--- src/mts_pkg.sv ---
// Constants, field layouts and carrier types of the measurement trigger sequencer
`default_nettype none
package mts_pkg;
  // ****************************************
  // Register offsets (byte addresses)
  // ****************************************
  localparam logic [7:0] MTS_CTRL_OFS = 8'h00;
  localparam logic [7:0] MTS_COUNT_OFS = 8'h04;
  localparam logic [7:0] MTS_TIMER_OFS = 8'h08;
  localparam logic [7:0] MTS_CMD_OFS = 8'h0C;
  localparam logic [7:0] MTS_STATUS_OFS = 8'h10;
  localparam logic [7:0] MTS_IRQ_STAT_OFS = 8'h14;
  localparam logic [7:0] MTS_IRQ_MASK_OFS = 8'h18;

  // ****************************************
  // Event selections
  // ****************************************
  localparam logic [2:0] MTS_ARM_AUTO = 3'h0;
  localparam logic [2:0] MTS_ARM_EXT = 3'h1;
  localparam logic [2:0] MTS_ARM_ONE = 3'h2;
  localparam logic [2:0] MTS_ARM_HOLD = 3'h3;
  localparam logic [2:0] MTS_TRIG_AUTO = 3'h0;
  localparam logic [2:0] MTS_TRIG_EXT = 3'h1;
  localparam logic [2:0] MTS_TRIG_LEVEL = 3'h2;
  localparam logic [2:0] MTS_TRIG_LINE = 3'h3;
  localparam logic [2:0] MTS_TRIG_REQ = 3'h4;
  localparam logic [2:0] MTS_TRIG_ONE = 3'h5;
  localparam logic [2:0] MTS_TRIG_HOLD = 3'h6;
  localparam logic [2:0] MTS_SAMP_AUTO = 3'h0;
  localparam logic [2:0] MTS_SAMP_EXT = 3'h1;
  localparam logic [2:0] MTS_SAMP_TIMER = 3'h2;
  localparam logic [2:0] MTS_SAMP_LINE = 3'h3;
  localparam logic [2:0] MTS_SAMP_LEVEL = 3'h4;
  localparam logic [2:0] MTS_SAMP_REQ = 3'h5;

  // ****************************************
  // Field layouts and reset values
  // ****************************************
  // CTRL: arm [2:0], trig [5:3], samp [8:6], level_ok [9]
  localparam int MTS_CTRL_W = 10;
  localparam int MTS_COUNT_W = 16;
  localparam int MTS_TIMER_W = 24;
  localparam int MTS_CMD_ARM_BIT = 0;
  localparam int MTS_CMD_TRIG_BIT = 1;
  localparam int MTS_IRQ_READ = 0;
  localparam int MTS_IRQ_DONE = 1;
  localparam int MTS_IRQ_ERR = 2;
  localparam int MTS_IRQ_W = 3;
  localparam logic [15:0] MTS_COUNT_RST = 16'h0001;
  localparam logic [23:0] MTS_TIMER_RST = 24'h000001;
  localparam logic [2:0] MTS_IRQ_MASK_RST = 3'h0;

  typedef struct packed {
    logic level_ok;
    logic [2:0] samp;
    logic [2:0] trig;
    logic [2:0] arm;
  } mts_cfg_t;

  localparam mts_cfg_t MTS_CFG_RST = '{level_ok: 1'b0, samp: MTS_SAMP_AUTO,
                                       trig: MTS_TRIG_AUTO, arm: MTS_ARM_HOLD};

  // Detector pulses, one cycle each for ext, level and line; req is the data_request level gated by out_buf_empty and the memory levels
  typedef struct packed {
    logic req;
    logic line;
    logic level;
    logic ext;
  } mts_evt_t;
endpackage
`default_nettype wire

--- src/mts_edge_sync.sv ---
// Two-stage synchroniser with rise and fall pulse per bit
`default_nettype none
module mts_edge_sync #(
  parameter int W = 3
) (
  input wire logic pclk,
  input wire logic presetn,
  input wire logic [W-1:0] d,
  output logic [W-1:0] rise,
  output logic [W-1:0] fall
);
  logic [W-1:0] meta;
  logic [W-1:0] sync;
  logic [W-1:0] last;

  // ****************************************
  // Per-bit synchroniser and edge detect
  // ****************************************
  for (genvar i = 0; i < W; i++) begin : g_bit
    always_ff @(posedge pclk or negedge presetn) begin
      if (!presetn) begin
        meta[i] <= 1'b1;
        sync[i] <= 1'b1;
        last[i] <= 1'b1;
      end else begin
        meta[i] <= d[i];
        sync[i] <= meta[i];
        last[i] <= sync[i];
      end
    end
    assign rise[i] = sync[i] & ~last[i];
    assign fall[i] = ~sync[i] & last[i];
  end
endmodule
`default_nettype wire

--- src/mts_sequencer.sv ---
// Measurement trigger sequencer with APB registers and interrupt
`default_nettype none
module mts_sequencer (
  input wire logic pclk,
  input wire logic presetn,
  input wire logic psel,
  input wire logic penable,
  input wire logic pwrite,
  input wire logic [7:0] paddr,
  input wire logic [31:0] pwdata,
  output logic [31:0] prdata,
  output logic pready,
  output logic pslverr,
  input wire logic ext_trig_n,
  input wire logic level_hit,
  input wire logic line_zero,
  input wire logic data_request,
  input wire logic out_buf_empty,
  input wire logic mem_on,
  input wire logic mem_empty,
  output logic sample_strobe,
  output logic irq
);
  typedef enum logic [1:0] {ST_ARM, ST_TRIG, ST_SAMP} mts_state_t;

  mts_pkg::mts_cfg_t cfg;
  mts_pkg::mts_cfg_t new_cfg;
  mts_pkg::mts_evt_t evt;
  mts_state_t state;
  mts_state_t next_state;
  logic [15:0] count_n;
  logic [15:0] taken;
  logic [15:0] next_taken;
  logic [23:0] timer_n;
  logic [23:0] tcnt;
  logic [2:0] irq_stat;
  logic [2:0] irq_mask;
  logic [2:0] irq_set;
  logic [2:0] irq_clr;
  logic [2:0] rise;
  logic [2:0] fall;
  logic err_flag;

  // ****************************************
  // Legality of an event combination
  // ****************************************
  function automatic logic mts_legal(mts_pkg::mts_cfg_t c);
    logic ok;
    ok = 1'b1;
    if (c.arm > mts_pkg::MTS_ARM_HOLD || c.trig > mts_pkg::MTS_TRIG_HOLD ||
        c.samp > mts_pkg::MTS_SAMP_REQ) begin
      ok = 1'b0;
    end
    if (c.trig == mts_pkg::MTS_TRIG_EXT && c.samp == mts_pkg::MTS_SAMP_REQ) begin
      ok = 1'b0;
    end
    if (c.trig == mts_pkg::MTS_TRIG_LEVEL && (c.samp == mts_pkg::MTS_SAMP_REQ ||
        c.samp == mts_pkg::MTS_SAMP_LINE)) begin
      ok = 1'b0;
    end
    if (c.trig == mts_pkg::MTS_TRIG_LINE && (c.samp == mts_pkg::MTS_SAMP_REQ ||
        c.samp == mts_pkg::MTS_SAMP_LEVEL)) begin
      ok = 1'b0;
    end
    if (c.trig == mts_pkg::MTS_TRIG_ONE && (c.arm == mts_pkg::MTS_ARM_EXT ||
        c.arm == mts_pkg::MTS_ARM_ONE)) begin
      ok = 1'b0;
    end
    if ((c.trig == mts_pkg::MTS_TRIG_LEVEL || c.samp == mts_pkg::MTS_SAMP_LEVEL) &&
        !c.level_ok) begin
      ok = 1'b0;
    end
    return ok;
  endfunction

  // ****************************************
  // APB decode
  // ****************************************
  wire apb_setup = psel & ~penable;
  wire apb_wr = psel & penable & pwrite & pready;
  wire sel_ctrl = paddr == mts_pkg::MTS_CTRL_OFS;
  wire sel_count = paddr == mts_pkg::MTS_COUNT_OFS;
  wire sel_timer = paddr == mts_pkg::MTS_TIMER_OFS;
  wire sel_cmd = paddr == mts_pkg::MTS_CMD_OFS;
  wire sel_status = paddr == mts_pkg::MTS_STATUS_OFS;
  wire sel_istat = paddr == mts_pkg::MTS_IRQ_STAT_OFS;
  wire sel_imask = paddr == mts_pkg::MTS_IRQ_MASK_OFS;
  wire addr_hit = sel_ctrl | sel_count | sel_timer | sel_cmd | sel_status |
                  sel_istat | sel_imask;
  wire ctrl_wr = apb_wr & sel_ctrl;
  wire arm_cmd = apb_wr & sel_cmd & pwdata[mts_pkg::MTS_CMD_ARM_BIT];
  wire trig_cmd = apb_wr & sel_cmd & pwdata[mts_pkg::MTS_CMD_TRIG_BIT];
  wire new_legal = mts_legal(new_cfg);
  wire cfg_ok = mts_legal(cfg);
  assign new_cfg = mts_pkg::mts_cfg_t'(pwdata[mts_pkg::MTS_CTRL_W-1:0]);
  assign irq_clr = (apb_wr & sel_istat) ? pwdata[mts_pkg::MTS_IRQ_W-1:0] : 3'h0;

  wire [31:0] status_word = {taken, 12'h000, err_flag, state == ST_SAMP,
                             state == ST_TRIG, state == ST_ARM};
  wire [31:0] rd_mux =
    sel_ctrl ? {22'h000000, cfg} :
    sel_count ? {16'h0000, count_n} :
    sel_timer ? {8'h00, timer_n} :
    sel_status ? status_word :
    sel_istat ? {29'h00000000, irq_stat} :
    sel_imask ? {29'h00000000, irq_mask} : 32'h00000000;

  always_ff @(posedge pclk or negedge presetn) begin
    if (!presetn) begin
      pready <= 1'b0;
      prdata <= 32'h00000000;
      pslverr <= 1'b0;
    end else begin
      pready <= 1'b1;
      if (apb_setup) begin
        prdata <= pwrite ? 32'h00000000 : rd_mux;
        pslverr <= ~addr_hit;
      end
    end
  end

  // ****************************************
  // Configuration registers
  // ****************************************
  wire done_now;
  always_ff @(posedge pclk or negedge presetn) begin
    if (!presetn) begin
      cfg <= mts_pkg::MTS_CFG_RST;
    end else if (ctrl_wr) begin
      if (new_legal) begin
        cfg <= new_cfg;
      end
    end else if (done_now) begin
      if (cfg.arm == mts_pkg::MTS_ARM_ONE) begin
        cfg.arm <= mts_pkg::MTS_ARM_HOLD;
      end
      if (cfg.trig == mts_pkg::MTS_TRIG_ONE) begin
        cfg.trig <= mts_pkg::MTS_TRIG_HOLD;
      end
    end
  end

  always_ff @(posedge pclk or negedge presetn) begin
    if (!presetn) begin
      count_n <= mts_pkg::MTS_COUNT_RST;
      timer_n <= mts_pkg::MTS_TIMER_RST;
      irq_mask <= mts_pkg::MTS_IRQ_MASK_RST;
    end else if (apb_wr) begin
      if (sel_count) begin
        count_n <= pwdata[mts_pkg::MTS_COUNT_W-1:0];
      end
      if (sel_timer) begin
        timer_n <= pwdata[mts_pkg::MTS_TIMER_W-1:0];
      end
      if (sel_imask) begin
        irq_mask <= pwdata[mts_pkg::MTS_IRQ_W-1:0];
      end
    end
  end

  // ****************************************
  // Event detectors
  // ****************************************
  mts_edge_sync #(.W(3)) u_sync (
    .pclk(pclk),
    .presetn(presetn),
    .d({line_zero, level_hit, ext_trig_n}),
    .rise(rise),
    .fall(fall)
  );

  assign evt.ext = fall[0];
  assign evt.level = rise[1];
  assign evt.line = rise[2];
  assign evt.req = data_request & out_buf_empty & (~mem_on | mem_empty);

  wire timer_tick = tcnt + 24'h000001 >= timer_n;

  always_ff @(posedge pclk or negedge presetn) begin
    if (!presetn) begin
      tcnt <= 24'h000000;
    end else if (state != ST_SAMP || timer_tick) begin
      tcnt <= 24'h000000;
    end else begin
      tcnt <= tcnt + 24'h000001;
    end
  end

  // ****************************************
  // Event selection
  // ****************************************
  wire arm_hit =
    cfg.arm == mts_pkg::MTS_ARM_AUTO ? 1'b1 :
    cfg.arm == mts_pkg::MTS_ARM_EXT ? evt.ext :
    cfg.arm == mts_pkg::MTS_ARM_ONE ? arm_cmd : 1'b0;

  wire trig_hit =
    cfg.trig == mts_pkg::MTS_TRIG_AUTO ? 1'b1 :
    cfg.trig == mts_pkg::MTS_TRIG_EXT ? evt.ext :
    cfg.trig == mts_pkg::MTS_TRIG_LEVEL ? evt.level :
    cfg.trig == mts_pkg::MTS_TRIG_LINE ? evt.line :
    cfg.trig == mts_pkg::MTS_TRIG_REQ ? evt.req :
    cfg.trig == mts_pkg::MTS_TRIG_ONE ? trig_cmd : 1'b0;

  wire samp_hit =
    cfg.samp == mts_pkg::MTS_SAMP_AUTO ? 1'b1 :
    cfg.samp == mts_pkg::MTS_SAMP_EXT ? evt.ext :
    cfg.samp == mts_pkg::MTS_SAMP_TIMER ? timer_tick :
    cfg.samp == mts_pkg::MTS_SAMP_LINE ? evt.line :
    cfg.samp == mts_pkg::MTS_SAMP_LEVEL ? evt.level :
    cfg.samp == mts_pkg::MTS_SAMP_REQ ? evt.req : 1'b0;

  // One request satisfies both on_request events at once
  wire both_req = cfg.trig == mts_pkg::MTS_TRIG_REQ &&
                  cfg.samp == mts_pkg::MTS_SAMP_REQ;
  wire run_ok = cfg_ok && !ctrl_wr;
  wire take_now = run_ok && ((state == ST_SAMP && samp_hit) ||
                  (state == ST_TRIG && trig_hit && both_req));
  assign next_taken = taken + 16'h0001;
  assign done_now = take_now && next_taken >= count_n;

  // ****************************************
  // Sequence state machine
  // ****************************************
  always_comb begin
    next_state = state;
    unique case (state)
      ST_ARM: begin
        if (arm_hit) begin
          next_state = ST_TRIG;
        end
      end
      ST_TRIG: begin
        if (trig_hit) begin
          next_state = both_req && done_now ? ST_ARM : ST_SAMP;
        end
      end
      ST_SAMP: begin
        if (done_now) begin
          next_state = ST_ARM;
        end
      end
    endcase
    if (!run_ok) begin
      next_state = ST_ARM;
    end
  end

  always_ff @(posedge pclk or negedge presetn) begin
    if (!presetn) begin
      state <= ST_ARM;
      taken <= 16'h0000;
      sample_strobe <= 1'b0;
    end else begin
      state <= next_state;
      sample_strobe <= take_now;
      if (!run_ok || done_now) begin
        taken <= 16'h0000;
      end else if (take_now) begin
        taken <= next_taken;
      end
    end
  end

  // ****************************************
  // Interrupts and refusal flag
  // ****************************************
  assign irq_set = {ctrl_wr & ~new_legal, done_now, take_now};

  always_ff @(posedge pclk or negedge presetn) begin
    if (!presetn) begin
      irq_stat <= 3'h0;
      err_flag <= 1'b0;
      irq <= 1'b0;
    end else begin
      irq_stat <= (irq_stat & ~irq_clr) | irq_set;
      irq <= |(irq_stat & irq_mask);
      if (ctrl_wr) begin
        err_flag <= ~new_legal;
      end
    end
  end
endmodule
`default_nettype wire

--- config.mk ---
export PLATFORM = sky130hd
export DESIGN_NAME = mts_sequencer
export DESIGN_NICKNAME = d
export VERILOG_FILES = /design/src/mts_pkg.sv /design/src/mts_edge_sync.sv /design/src/mts_sequencer.sv
export SDC_FILE = /design/constraint.sdc
export NUM_CORES = 1
export LEC_CHECK = 0
export ABC_CLOCK_PERIOD_IN_PS = 4700
export BUFFER_PORTS_ARGS = -buffer_cell sky130_fd_sc_hd__buf_2
export CORE_MARGIN = 5
export CORE_UTILIZATION = 55
export DETAILED_ROUTE_END_ITERATION = 6
export GPL_TIMING_DRIVEN = 0
export HOLD_SLACK_MARGIN = 0.1
export PLACE_DENSITY = 0.73
export SLEW_MARGIN = 20
export SYNTH_ARGS = -nofsm -noshare
export SYNTH_HDL_FRONTEND = slang
export SYNTH_HIERARCHICAL = 1
export SYNTH_SLANG_ARGS = --single-unit
--- constraint.sdc ---
create_clock -name pclk -period 4.7 [get_ports pclk]
set_clock_uncertainty 0.1 [all_clocks]
set_input_delay 0.94 -clock pclk [delete_from_list [all_inputs] [get_ports pclk]]
set_output_delay 0.94 -clock pclk [all_outputs]
set_load 0.01 [all_outputs]
==> results.sh, run 1 <==
export IMPL_via_per_inst=5.817
export IMPL_insertion_delay_ns=0.43
export IMPL_cp_cell_sequence="and4_4 > nand3_1 > nor2_2 > and4_2 > and3_4 > and3_1 > xor2_1 > ha_1 > nand4_4 > or4_4 > or4_4 > o22ai_4 > o211ai_2 > a21oi_4 > and2_1 > buf_6 > buf_12 > a22o_1"
export IMPL_path_clk_slew_ns=0.06
export IMPL_worst_slew_pin_slew_ns=1.014
export IMPL_slowest_delay_ns=0.60
export IMPL_chipHeight_um=128.5
export IMPL_n_antenna_cell=0
export IMPL_hpwl_um=14840
export IMPL_worstPathRequired_ns=4.97
export IMPL_status="finished clean"
export IMPL_cp_max_fo=10
export IMPL_synthCells=771
export IMPL_fp_coreArea_um2=13830
export IMPL_wl_per_cell_um=18.81
export IMPL_leakage_nw=4.408
export IMPL_grt_pass1_wl_um=32330
export IMPL_drtAntennaViolNets=0
export IMPL_drc=0
export IMPL_drive_gt1_frac=0.2309
export IMPL_cts_hold_buffers=0
export IMPL_cp_arrival_ns=4.85
export IMPL_cp_top_family="simple AND/OR/NAND/NOR gates"
export IMPL_grt_pass1_vias=6269
export IMPL_clock_fmax_ghz=0.2183
export IMPL_yosysWarnings=6
export IMPL_fillers=1093
export IMPL_fin_crit_ns=4.581
export IMPL_drv_slew=0
export IMPL_cts_tree="yes"
export IMPL_htreeDepth=4
export IMPL_utilization=0.6578
export IMPL_port_buffers=77
export IMPL_mostFrequentLayoutCells="130 x dfrtp_1, 82 x nand2_1, 79 x buf_2"
export IMPL_drt_pass1_iter_count=6
export IMPL_track_usage=0.2521
export IMPL_hold_violations=0
export IMPL_syn2layout_area_growth_pct=17.79
export IMPL_cp_end_kind="register"
export IMPL_min_path_type="reg -> reg"
export IMPL_cts_buffers=17
export IMPL_synth_area_um2=7721
export IMPL_crit_top_cell="or4_4"
export IMPL_cp_start_kind="register"
export IMPL_grt_antenna_before_repair=0
export IMPL_nets=976
export IMPL_maxSlewHeadroom=0.3227
export IMPL_setup_viol_count_final=0
export IMPL_die_area_um2=16510
export IMPL_avgSynthCellArea_um2=10.01
export IMPL_layout_commonest_cell="dfrtp_1"
export IMPL_wirelength_um=20170
export IMPL_cp_slowest_cell="or4_4"
export IMPL_powerDensity_nw_per_um2=322.8
export IMPL_placed_cell_area_um2=8369
export IMPL_place_congestion=0.8759
export IMPL_clockBufferDepth=2
export IMPL_io_pins=88
export IMPL_ir_drop_mv=0.2470
export IMPL_critPathBufInv=2
export IMPL_grt_start_max_net_pins=87
export IMPL_globalRoute_totalOverflow=0
export IMPL_drtIter0Drc=499
export IMPL_dr_total_vias=6236
export IMPL_drv_cap=0
export IMPL_fin_area_um2=9095
export IMPL_crit_type="reg -> reg"
export IMPL_initial_core_util=0.5584
export IMPL_cts_sinks=144
export IMPL_fin_crit_sh=0.9746
export IMPL_syn_num_nets=868
export IMPL_row_count=43
export IMPL_root_buffer="clkbuf_16"
export IMPL_die_width_um=128.5
-- repair_timing --
action | 4_1_cts | 5_1_grt
setup buffers | 3 | 7
setup endpoints to repair | 33 | 40
gates resized for setup | 5 | 13
pin swaps | 1 | 5
cloned | 0 | 1
-- registers in the layout (all words and copies together), names as in the netlist --
signal and count:
u_sync/sync 3, tcnt 24, irq_mask 3, pslverr 1, irq 1, irq_stat 3, state 2, cfg 10
taken 16, pready 1, u_sync/meta 3, timer_n 24, count_n 16, err_flag 1, prdata 32, sample_strobe 1
u_sync/last 3
-- final timing paths --
path                                start  slack (ns)        endpoint  cells after the start
max                               tcnt[8]        0.12       taken[12]                     18
min                        u_sync/meta[0]        0.26  u_sync/sync[0]                      0
max reg2reg                       tcnt[8]        0.12       taken[12]                     18
min reg2reg                u_sync/meta[0]        0.26  u_sync/sync[0]                      0
max in group asynchronous         presetn        3.39      count_n[0]                      2
min in group asynchronous         presetn        0.33         tcnt[5]                      1
-- area by class of cell --
class                      instances  area, um^2  share of cell area
multi-input combinational        544        3814              0.4193
tap                              180       225.2             0.02476
clock inverter                    13       137.6             0.01513
sequential                       144        3621              0.3981
inverter                          50       187.7             0.02064
buffer                            33       163.9             0.01802
clock buffer                      19       442.9             0.04870
timing repair buffer              89       503.0             0.05530
-- routing by layer --
metal / wire length, um / vias to the layer above / track usage
met1: 8966 / 3082 / 0.3426
met3: 1082 / 31 / 0.04359
li1: - / 2935 / -
met5: 0 / - / 0
met2: 9732 / 188 / 0.4131
met4: 384 / 0 / 0.08240
-- where the power goes --
group / internal, W / switching (W)
combinational: 0.000115 / 0.000172
clock: 0.000794 / 0.000536
sequential: 0.00128 / 0.0000402
-- stage by stage --
stage,hold slack (ns),worst slack [ns],instances,power (W),TNS (ns)
final,0.2557,0.1193,1072,0.002935,0
after global routing,0.2591,-0.09229,1072,0.003030,-1.102
after CTS,0.2559,0.002805,1064,0.002940,0
after detailed placement,0.2478,-0.1451,1029,0.001611,-1.508
after global placement,0.2454,-0.08709,1028,0.001592,-0.7631
after floorplan,0.2452,0.6604,771,0.001492,0
Note: power is estimated with default switching activity, not from simulation.
==> run 2: changes to the inputs <==
--- a/config.mk
+++ b/config.mk
@@ -16,5 +16,4 @@
 export SLEW_MARGIN = 20
 export SYNTH_ARGS = -nofsm -noshare
 export SYNTH_HDL_FRONTEND = slang
-export SYNTH_HIERARCHICAL = 1
 export SYNTH_SLANG_ARGS = --single-unit
==> run 2 against run 1 <==
Against the previous run: final cell count increased by 0.84%; non-clock buffer count decreased by 7; register-to-register slack improved by 0.23 ns; highest routed layer unchanged; via count increased by 2.2%; largest power group unchanged; final area increased by 1.7%; core utilization decreased by 1.4 points; worst setup slack improved by 0.23 ns; die area increased by 3.0%; global-route usage decreased by 0.082 points; sequential cell count unchanged; count of clock-buffer cells in the layout increased by 1; critical path depth unchanged.
==> results.sh, run 2 <==
export IMPL_setup_tns_ns=0
export IMPL_n_antenna_cell=0
export IMPL_synthMuxAreaShare=0.08179
export IMPL_dr_total_vias=6376
export IMPL_synth_xor_xnor_area_share=0.04176
export IMPL_mostFrequentLayoutCells="131 x dfrtp_1, 86 x buf_2, 64 x nand2_1"
export IMPL_cp_max_fo=10
export IMPL_fillers=1146
export IMPL_fp_coreArea_um2=14370
export IMPL_avgSynthCellArea_um2=10.14
export IMPL_seq_area_frac_synth=0.4542
export IMPL_drt_pass1_iter_count=5
export IMPL_synthTopCellsByCount="131 x dfrtp_1, 64 x nand2_1, 53 x inv_1"
export IMPL_crit_type="reg -> reg"
export IMPL_drtIter0Drc=460
export IMPL_whs_ns=0.2554
export IMPL_syn_num_nets=883
export IMPL_post_cts_setup_buffer_count=0
export IMPL_cp_arrival_ns=4.54
export IMPL_startpoint="tcnt[2]"
export IMPL_nets=981
export IMPL_power_w=0.002810
export IMPL_root_buffer="clkbuf_16"
export IMPL_drtAntennaViolNets=0
export IMPL_drc=0
export IMPL_grt_start_max_net_pins=90
export IMPL_synth_edff_count=0
export IMPL_synthAdderAreaFrac=0.07064
export IMPL_hold_violations=0
export IMPL_port_buffers=78
export IMPL_worstPathRequired_ns=4.89
export IMPL_r2r_start="tcnt[2]"
export IMPL_die_width_um=130.4
export IMPL_worst_slew_pin_slew_ns=0.7076
export IMPL_synthCells=786
export IMPL_layout_cells_non_filler=1081
export IMPL_syn2layout_area_growth_pct=16.06
export IMPL_largest_register="prdata"
export IMPL_track_usage=0.2512
export IMPL_post_synth_top_area_cell="dfrtp_1"
export IMPL_powerDensity_nw_per_um2=303.8
export IMPL_synth_area_um2=7970
export IMPL_clockBufferDepth=2
export IMPL_cts_sinks=144
export IMPL_row_count=44
export IMPL_chipHeight_um=130.4
export IMPL_htreeDepth=4
export IMPL_initial_core_util=0.5547
export IMPL_placedCellCount=1049
export IMPL_place_congestion=0.9049
export IMPL_synth_compound_area_frac=0.1397
export IMPL_leakage_nw=4.448
export IMPL_hpwl_um=15500
export IMPL_clock_fmax_ghz=0.2298
export IMPL_rsz0062_at_grt="false"
export IMPL_cts_hold_buffers=0
export IMPL_synth_top_family_by_area="simple AND/OR/NAND/NOR gates"
export IMPL_grt_antenna_before_repair=0
export IMPL_synth_async_reset_ratio=1.000
export IMPL_synthTopCellsByArea="dfrtp_1 41%, ha_1 7.1%, mux2_2 6.4%"
export IMPL_grt_pass1_vias=6522
export IMPL_insertion_delay_ns=0.42
export IMPL_min_path_type="reg -> reg"
export IMPL_setup_slack_ns=0.3477
export IMPL_setup_viol_count_final=0
export IMPL_wl_per_cell_um=18.99
export IMPL_synth_top_cell_area_share=0.4113
export IMPL_dp_slack_ns=0.4110
export IMPL_wirelength_um=20520
export IMPL_status="finished clean"
export IMPL_cts_buffers=17
export IMPL_via_per_inst=5.898
export IMPL_layout_commonest_cell="dfrtp_1"
export IMPL_maxSlewHeadroom=0.5233
export IMPL_fin_crit_ns=4.352
export IMPL_top_regs="prdata x32, tcnt x24, timer_n x24"
export IMPL_grt_pass1_wl_um=32980
export IMPL_yosysWarnings=0
export IMPL_cp_end_kind="register"
export IMPL_synth_cell_types=71
export IMPL_die_area_um2=17000
export IMPL_worstHoldStart="u_sync.meta[2]"
export IMPL_synthSimpleGateAreaFrac=0.1628
export IMPL_drv_cap=0
export IMPL_drv_slew=0
export IMPL_io_pins=88
export IMPL_path_clk_slew_ns=0.06
export IMPL_largest_reg_flops=32
export IMPL_drive_gt1_frac=0.2241
export IMPL_fin_crit_sh=0.9260
export IMPL_synthFlopType="dfrtp_1"
export IMPL_ys_ff_latch=144
export IMPL_ir_drop_mv=0.2439
export IMPL_globalRoute_totalOverflow=0
export IMPL_cts_resized=0
export IMPL_cp_start_kind="register"
export IMPL_cts_tree="yes"
export IMPL_synth_most_common_cell="dfrtp_1"
==> run 2: cells by family (layout without fill, tap and decap cells) <==
| family | after synthesis | count (layout) |
|---|---|---|
| xor+xnor | 38 | 38 |
| buf+inv | 89 | 200 |
| flops | 144 | 144 |
| simple gates | 239 | 239 |
| mux | 59 | 59 |
| fa+ha+maj | 45 | 45 |
| compound gates | 171 | 171 |
| other cells | 1 | 1 |
==> run 2: path summary, 6_finish.rpt <==
| path | depth (start not counted) | slack, ns | endpoint |
|---|---|---|---|
| max | 18 | 0.35 | taken[14] |
| min | 0 | 0.26 | u_sync.sync[2] |
| max reg2reg | 18 | 0.35 | taken[14] |
| min reg2reg | 0 | 0.26 | u_sync.sync[2] |
| max in group asynchronous | 2 | 3.36 | cfg[0] |
| min in group asynchronous | 1 | 0.33 | prdata[30] |
==> run 2: through the flow <==
stage / utilization / instance area (um^2)
4_1_cts: 0.6438 / 9250
5_1_grt: 0.6438 / 9250
6_report: 0.6438 / 9250
3_5_place_dp: 0.6005 / 8628
3_3_place_gp: 0.5979 / 8591
2_1_floorplan: - / 7970
==> run 2: cell type report <==
cell class                      count  area, um^2  area share
Clock buffer                       20       466.7     0.05045
Timing Repair Buffer               79       427.9     0.04626
Multi-Input combinational cell    553        3963      0.4284
Buffer                             36       188.9     0.02042
Sequential cell                   144        3620      0.3913
Inverter                           53       198.9     0.02151
Clock inverter                     12       155.1     0.01677
Tap cell                          184       230.2     0.02489
==> run 2: per-layer routing <==
| layer | GRT usage | share of wire | vias to the layer above |
|---|---|---|---|
| met5 | 0 | 0 | - |
| met4 | 0.07320 | 0.018 | 0 |
| met2 | 0.4342 | 0.50 | 238 |
| met1 | 0.3189 | 0.42 | 3119 |
| met3 | 0.05528 | 0.064 | 33 |
| li1 | - | - | 2986 |
==> run 2: critical path, stage by stage, from the launching register on <==
cell      delay, ns
dfrtp_1        0.38
and3_1         0.17
and3_1         0.22
and2_1         0.20
nand2_1        0.12
nor3_1         0.33
nand3_1        0.14
xnor2_1        0.19
ha_1           0.29
a21oi_1        0.18
o21a_1         0.13
o21ai_0        0.17
a311oi_2       0.49
a21oi_2        0.19
nor2_2         0.34
buf_6          0.21
buf_8          0.14
mux2i_1        0.18
nor2_1         0.05
==> run 2: power breakdown <==
part / internal [W] / switching, W / leakage, nW
Sequential: 0.00125 / 0.00000574 / 1.96
Combinational: 0.0000413 / 0.0000952 / 2.19
Clock: 0.000880 / 0.000535 / 0.303
Total: 0.00217 / 0.000636 / 4.45
==> run 3: changes to the inputs <==
--- a/config.mk
+++ b/config.mk
@@ -8,11 +8,12 @@
 export ABC_CLOCK_PERIOD_IN_PS = 4700
 export BUFFER_PORTS_ARGS = -buffer_cell sky130_fd_sc_hd__buf_2
 export CORE_MARGIN = 5
-export CORE_UTILIZATION = 55
+export CORE_UTILIZATION = 59
 export DETAILED_ROUTE_END_ITERATION = 6
 export GPL_TIMING_DRIVEN = 0
 export HOLD_SLACK_MARGIN = 0.1
-export PLACE_DENSITY = 0.73
+export PLACE_DENSITY = 0.77
+export RECOVER_POWER = 100
 export SLEW_MARGIN = 20
 export SYNTH_ARGS = -nofsm -noshare
 export SYNTH_HDL_FRONTEND = slang
==> run 3 against run 2 <==
Against the previous run: the flow now finishes with violations (max-capacitance violations, max-slew violations); worst setup slack better by 0.018 ns; clock power down 4%; maximum frequency grew 0.41%; non-clock buffer count did not move; sequential cell count is the same; critical path depth did not move; sequential share of layout area increased by 0.69 points; final cell count shrank 0.74%; total power shrank 1.7%; critical path type unchanged.
==> results.sh, run 3 (synthesis results as in run 2) <==
export IMPL_status="complete, but fails checks"
export IMPL_violations="max-capacitance violations, max-slew violations"
export IMPL_globalRoute_totalOverflow=0
export IMPL_largest_register="prdata"
export IMPL_worstPathRequired_ns=4.89
export IMPL_min_path_type="reg -> reg"
export IMPL_initial_core_util=0.6019
export IMPL_cp_slowest_cell="a311oi_2"
export IMPL_worstHoldStart="u_sync.meta[0]"
export IMPL_place_congestion=0.8831
export IMPL_insertion_delay_ns=0.43
export IMPL_drtIter0Drc=550
export IMPL_drive_gt1_frac=0.1628
export IMPL_cts_sinks=144
export IMPL_path_clk_slew_ns=0.06
export IMPL_syn2layout_area_growth_pct=14.05
export IMPL_n_antenna_cell=0
export IMPL_leakage_nw=4.225
export IMPL_dr_total_vias=6387
export IMPL_placed_cell_area_um2=8618
export IMPL_chipHeight_um=126.2
export IMPL_clockBufferDepth=2
export IMPL_fin_crit_ns=4.335
export IMPL_grt_pass1_wl_um=33480
export IMPL_row_count=42
export IMPL_grt_start_max_net_pins=88
export IMPL_wirelength_um=20660
export IMPL_wl_per_cell_um=19.25
export IMPL_maxSlewHeadroom=-1.151
export IMPL_via_per_inst=5.952
export IMPL_drtAntennaViolNets=0
export IMPL_hold_violations=0
export IMPL_r2r_start="tcnt[2]"
export IMPL_grt_pass1_vias=6396
export IMPL_cp_top_family="simple AND/OR/NAND/NOR gates"
export IMPL_largest_reg_flops=32
export IMPL_crit_top_cell="and3_1"
export IMPL_layout_commonest_cell="dfrtp_1"
export IMPL_fin_crit_sh=0.9222
export IMPL_crit_type="reg -> reg"
export IMPL_rsz0062_at_grt="false"
export IMPL_worst_slew_pin_slew_ns=3.227
export IMPL_track_usage=0.2650
export IMPL_cp_arrival_ns=4.52
export IMPL_cts_tree="yes"
export IMPL_grt_antenna_before_repair=0
export IMPL_cts_buffers=17
export IMPL_setup_viol_count_final=0
export IMPL_whs_ns=0.2621
export IMPL_root_buffer="clkbuf_16"
export IMPL_critPathBufInv=2
export IMPL_cp_max_fo=10
export IMPL_fin_area_um2=9090
export IMPL_io_pins=88
export IMPL_cts_hold_buffers=0
export IMPL_fillers=1072
export IMPL_die_width_um=126.2
export IMPL_slowest_delay_ns=0.50
export IMPL_nets=981
export IMPL_powerDensity_nw_per_um2=303.7
export IMPL_drt_pass1_iter_count=5
export IMPL_drv_slew=58
export IMPL_clock_fmax_ghz=0.2307
export IMPL_top_regs="prdata x32, tcnt x24, timer_n x24"
export IMPL_fp_coreArea_um2=13240
export IMPL_setup_tns_ns=0
export IMPL_ir_drop_mv=0.2351
export IMPL_cp_start_kind="register"
export IMPL_drv_cap=1
export IMPL_die_area_um2=15930
export IMPL_htreeDepth=4
export IMPL_cp_end_kind="register"
export IMPL_hpwl_um=15490
export IMPL_port_buffers=78
export IMPL_drc=0
export IMPL_mostFrequentLayoutCells="131 x dfrtp_1, 66 x clkbuf_1, 65 x nand2_1"
export IMPL_cp_cell_sequence="and3_1 > and3_1 > and2_1 > nand2_1 > nor3_1 > nand3_1 > xnor2_1 > ha_1 > a21oi_1 > o21a_1 > o21ai_0 > a311oi_2 > a21oi_2 > nor2_4 > buf_6 > buf_8 > mux2i_1 > nor2_1"
export IMPL_startpoint="tcnt[2]"
==> run 3: metal layers <==
| layer | GRT usage | share of wire |
|---|---|---|
| met1 | 0.3521 | 0.43 |
| met2 | 0.4401 | 0.49 |
| met3 | 0.04869 | 0.051 |
| met4 | 0.08959 | 0.026 |
| met5 | 0 | 0 |
==> run 3: final timing paths <==
check	to	slack, ns	depth (start not counted)
worst min register to register	u_sync.sync[0]	0.26	0
max in group asynchronous	cfg[8]	1.20	1
worst max register to register	taken[13]	0.37	18
worst max-delay path	taken[13]	0.37	18
worst min-delay path	u_sync.sync[0]	0.26	0
min in group asynchronous	taken[12]	1.49	1
==> run 3: layout make-up <==
cell class                 instances  area [um^2]  share of cell area
timing repair buffer              79        369.1             0.04061
clock buffer                      17        425.4             0.04680
clock inverter                    15        175.2             0.01927
multi-input combinational        553         3920              0.4312
sequential                       144         3620              0.3982
buffer                            36        161.4             0.01776
tap                              176        220.2             0.02423
inverter                          53        198.9             0.02189
==> run 3: metrics by stage <==
stage | util | total power [W] | worst slack [ns] | cells
2_1_floorplan | - | 0.001334 | 1.162 | 786
3_3_place_gp | 0.6480 | 0.001407 | 0.5056 | 1040
3_5_place_dp | 0.6508 | 0.001416 | 0.3842 | 1041
4_1_cts | 0.6961 | 0.002777 | 0.3623 | 1073
5_1_grt | 0.6864 | 0.002856 | 0.02302 | 1073
6_report | 0.6864 | 0.002761 | 0.3654 | 1073
==> run 3: power breakdown <==
group	leakage, nW	switching (W)	internal, W
combinational	1.99	0.0000935	0.0000398
sequential	1.95	0.00000607	0.00125
clock	0.285	0.000573	0.000798
==> run 3: repair_timing <==
action	in CTS	in global routing
endpoints found under the setup margin	0	17
buffers inserted	0	0
hold endpoints to repair	0	0
resized for setup	0	3
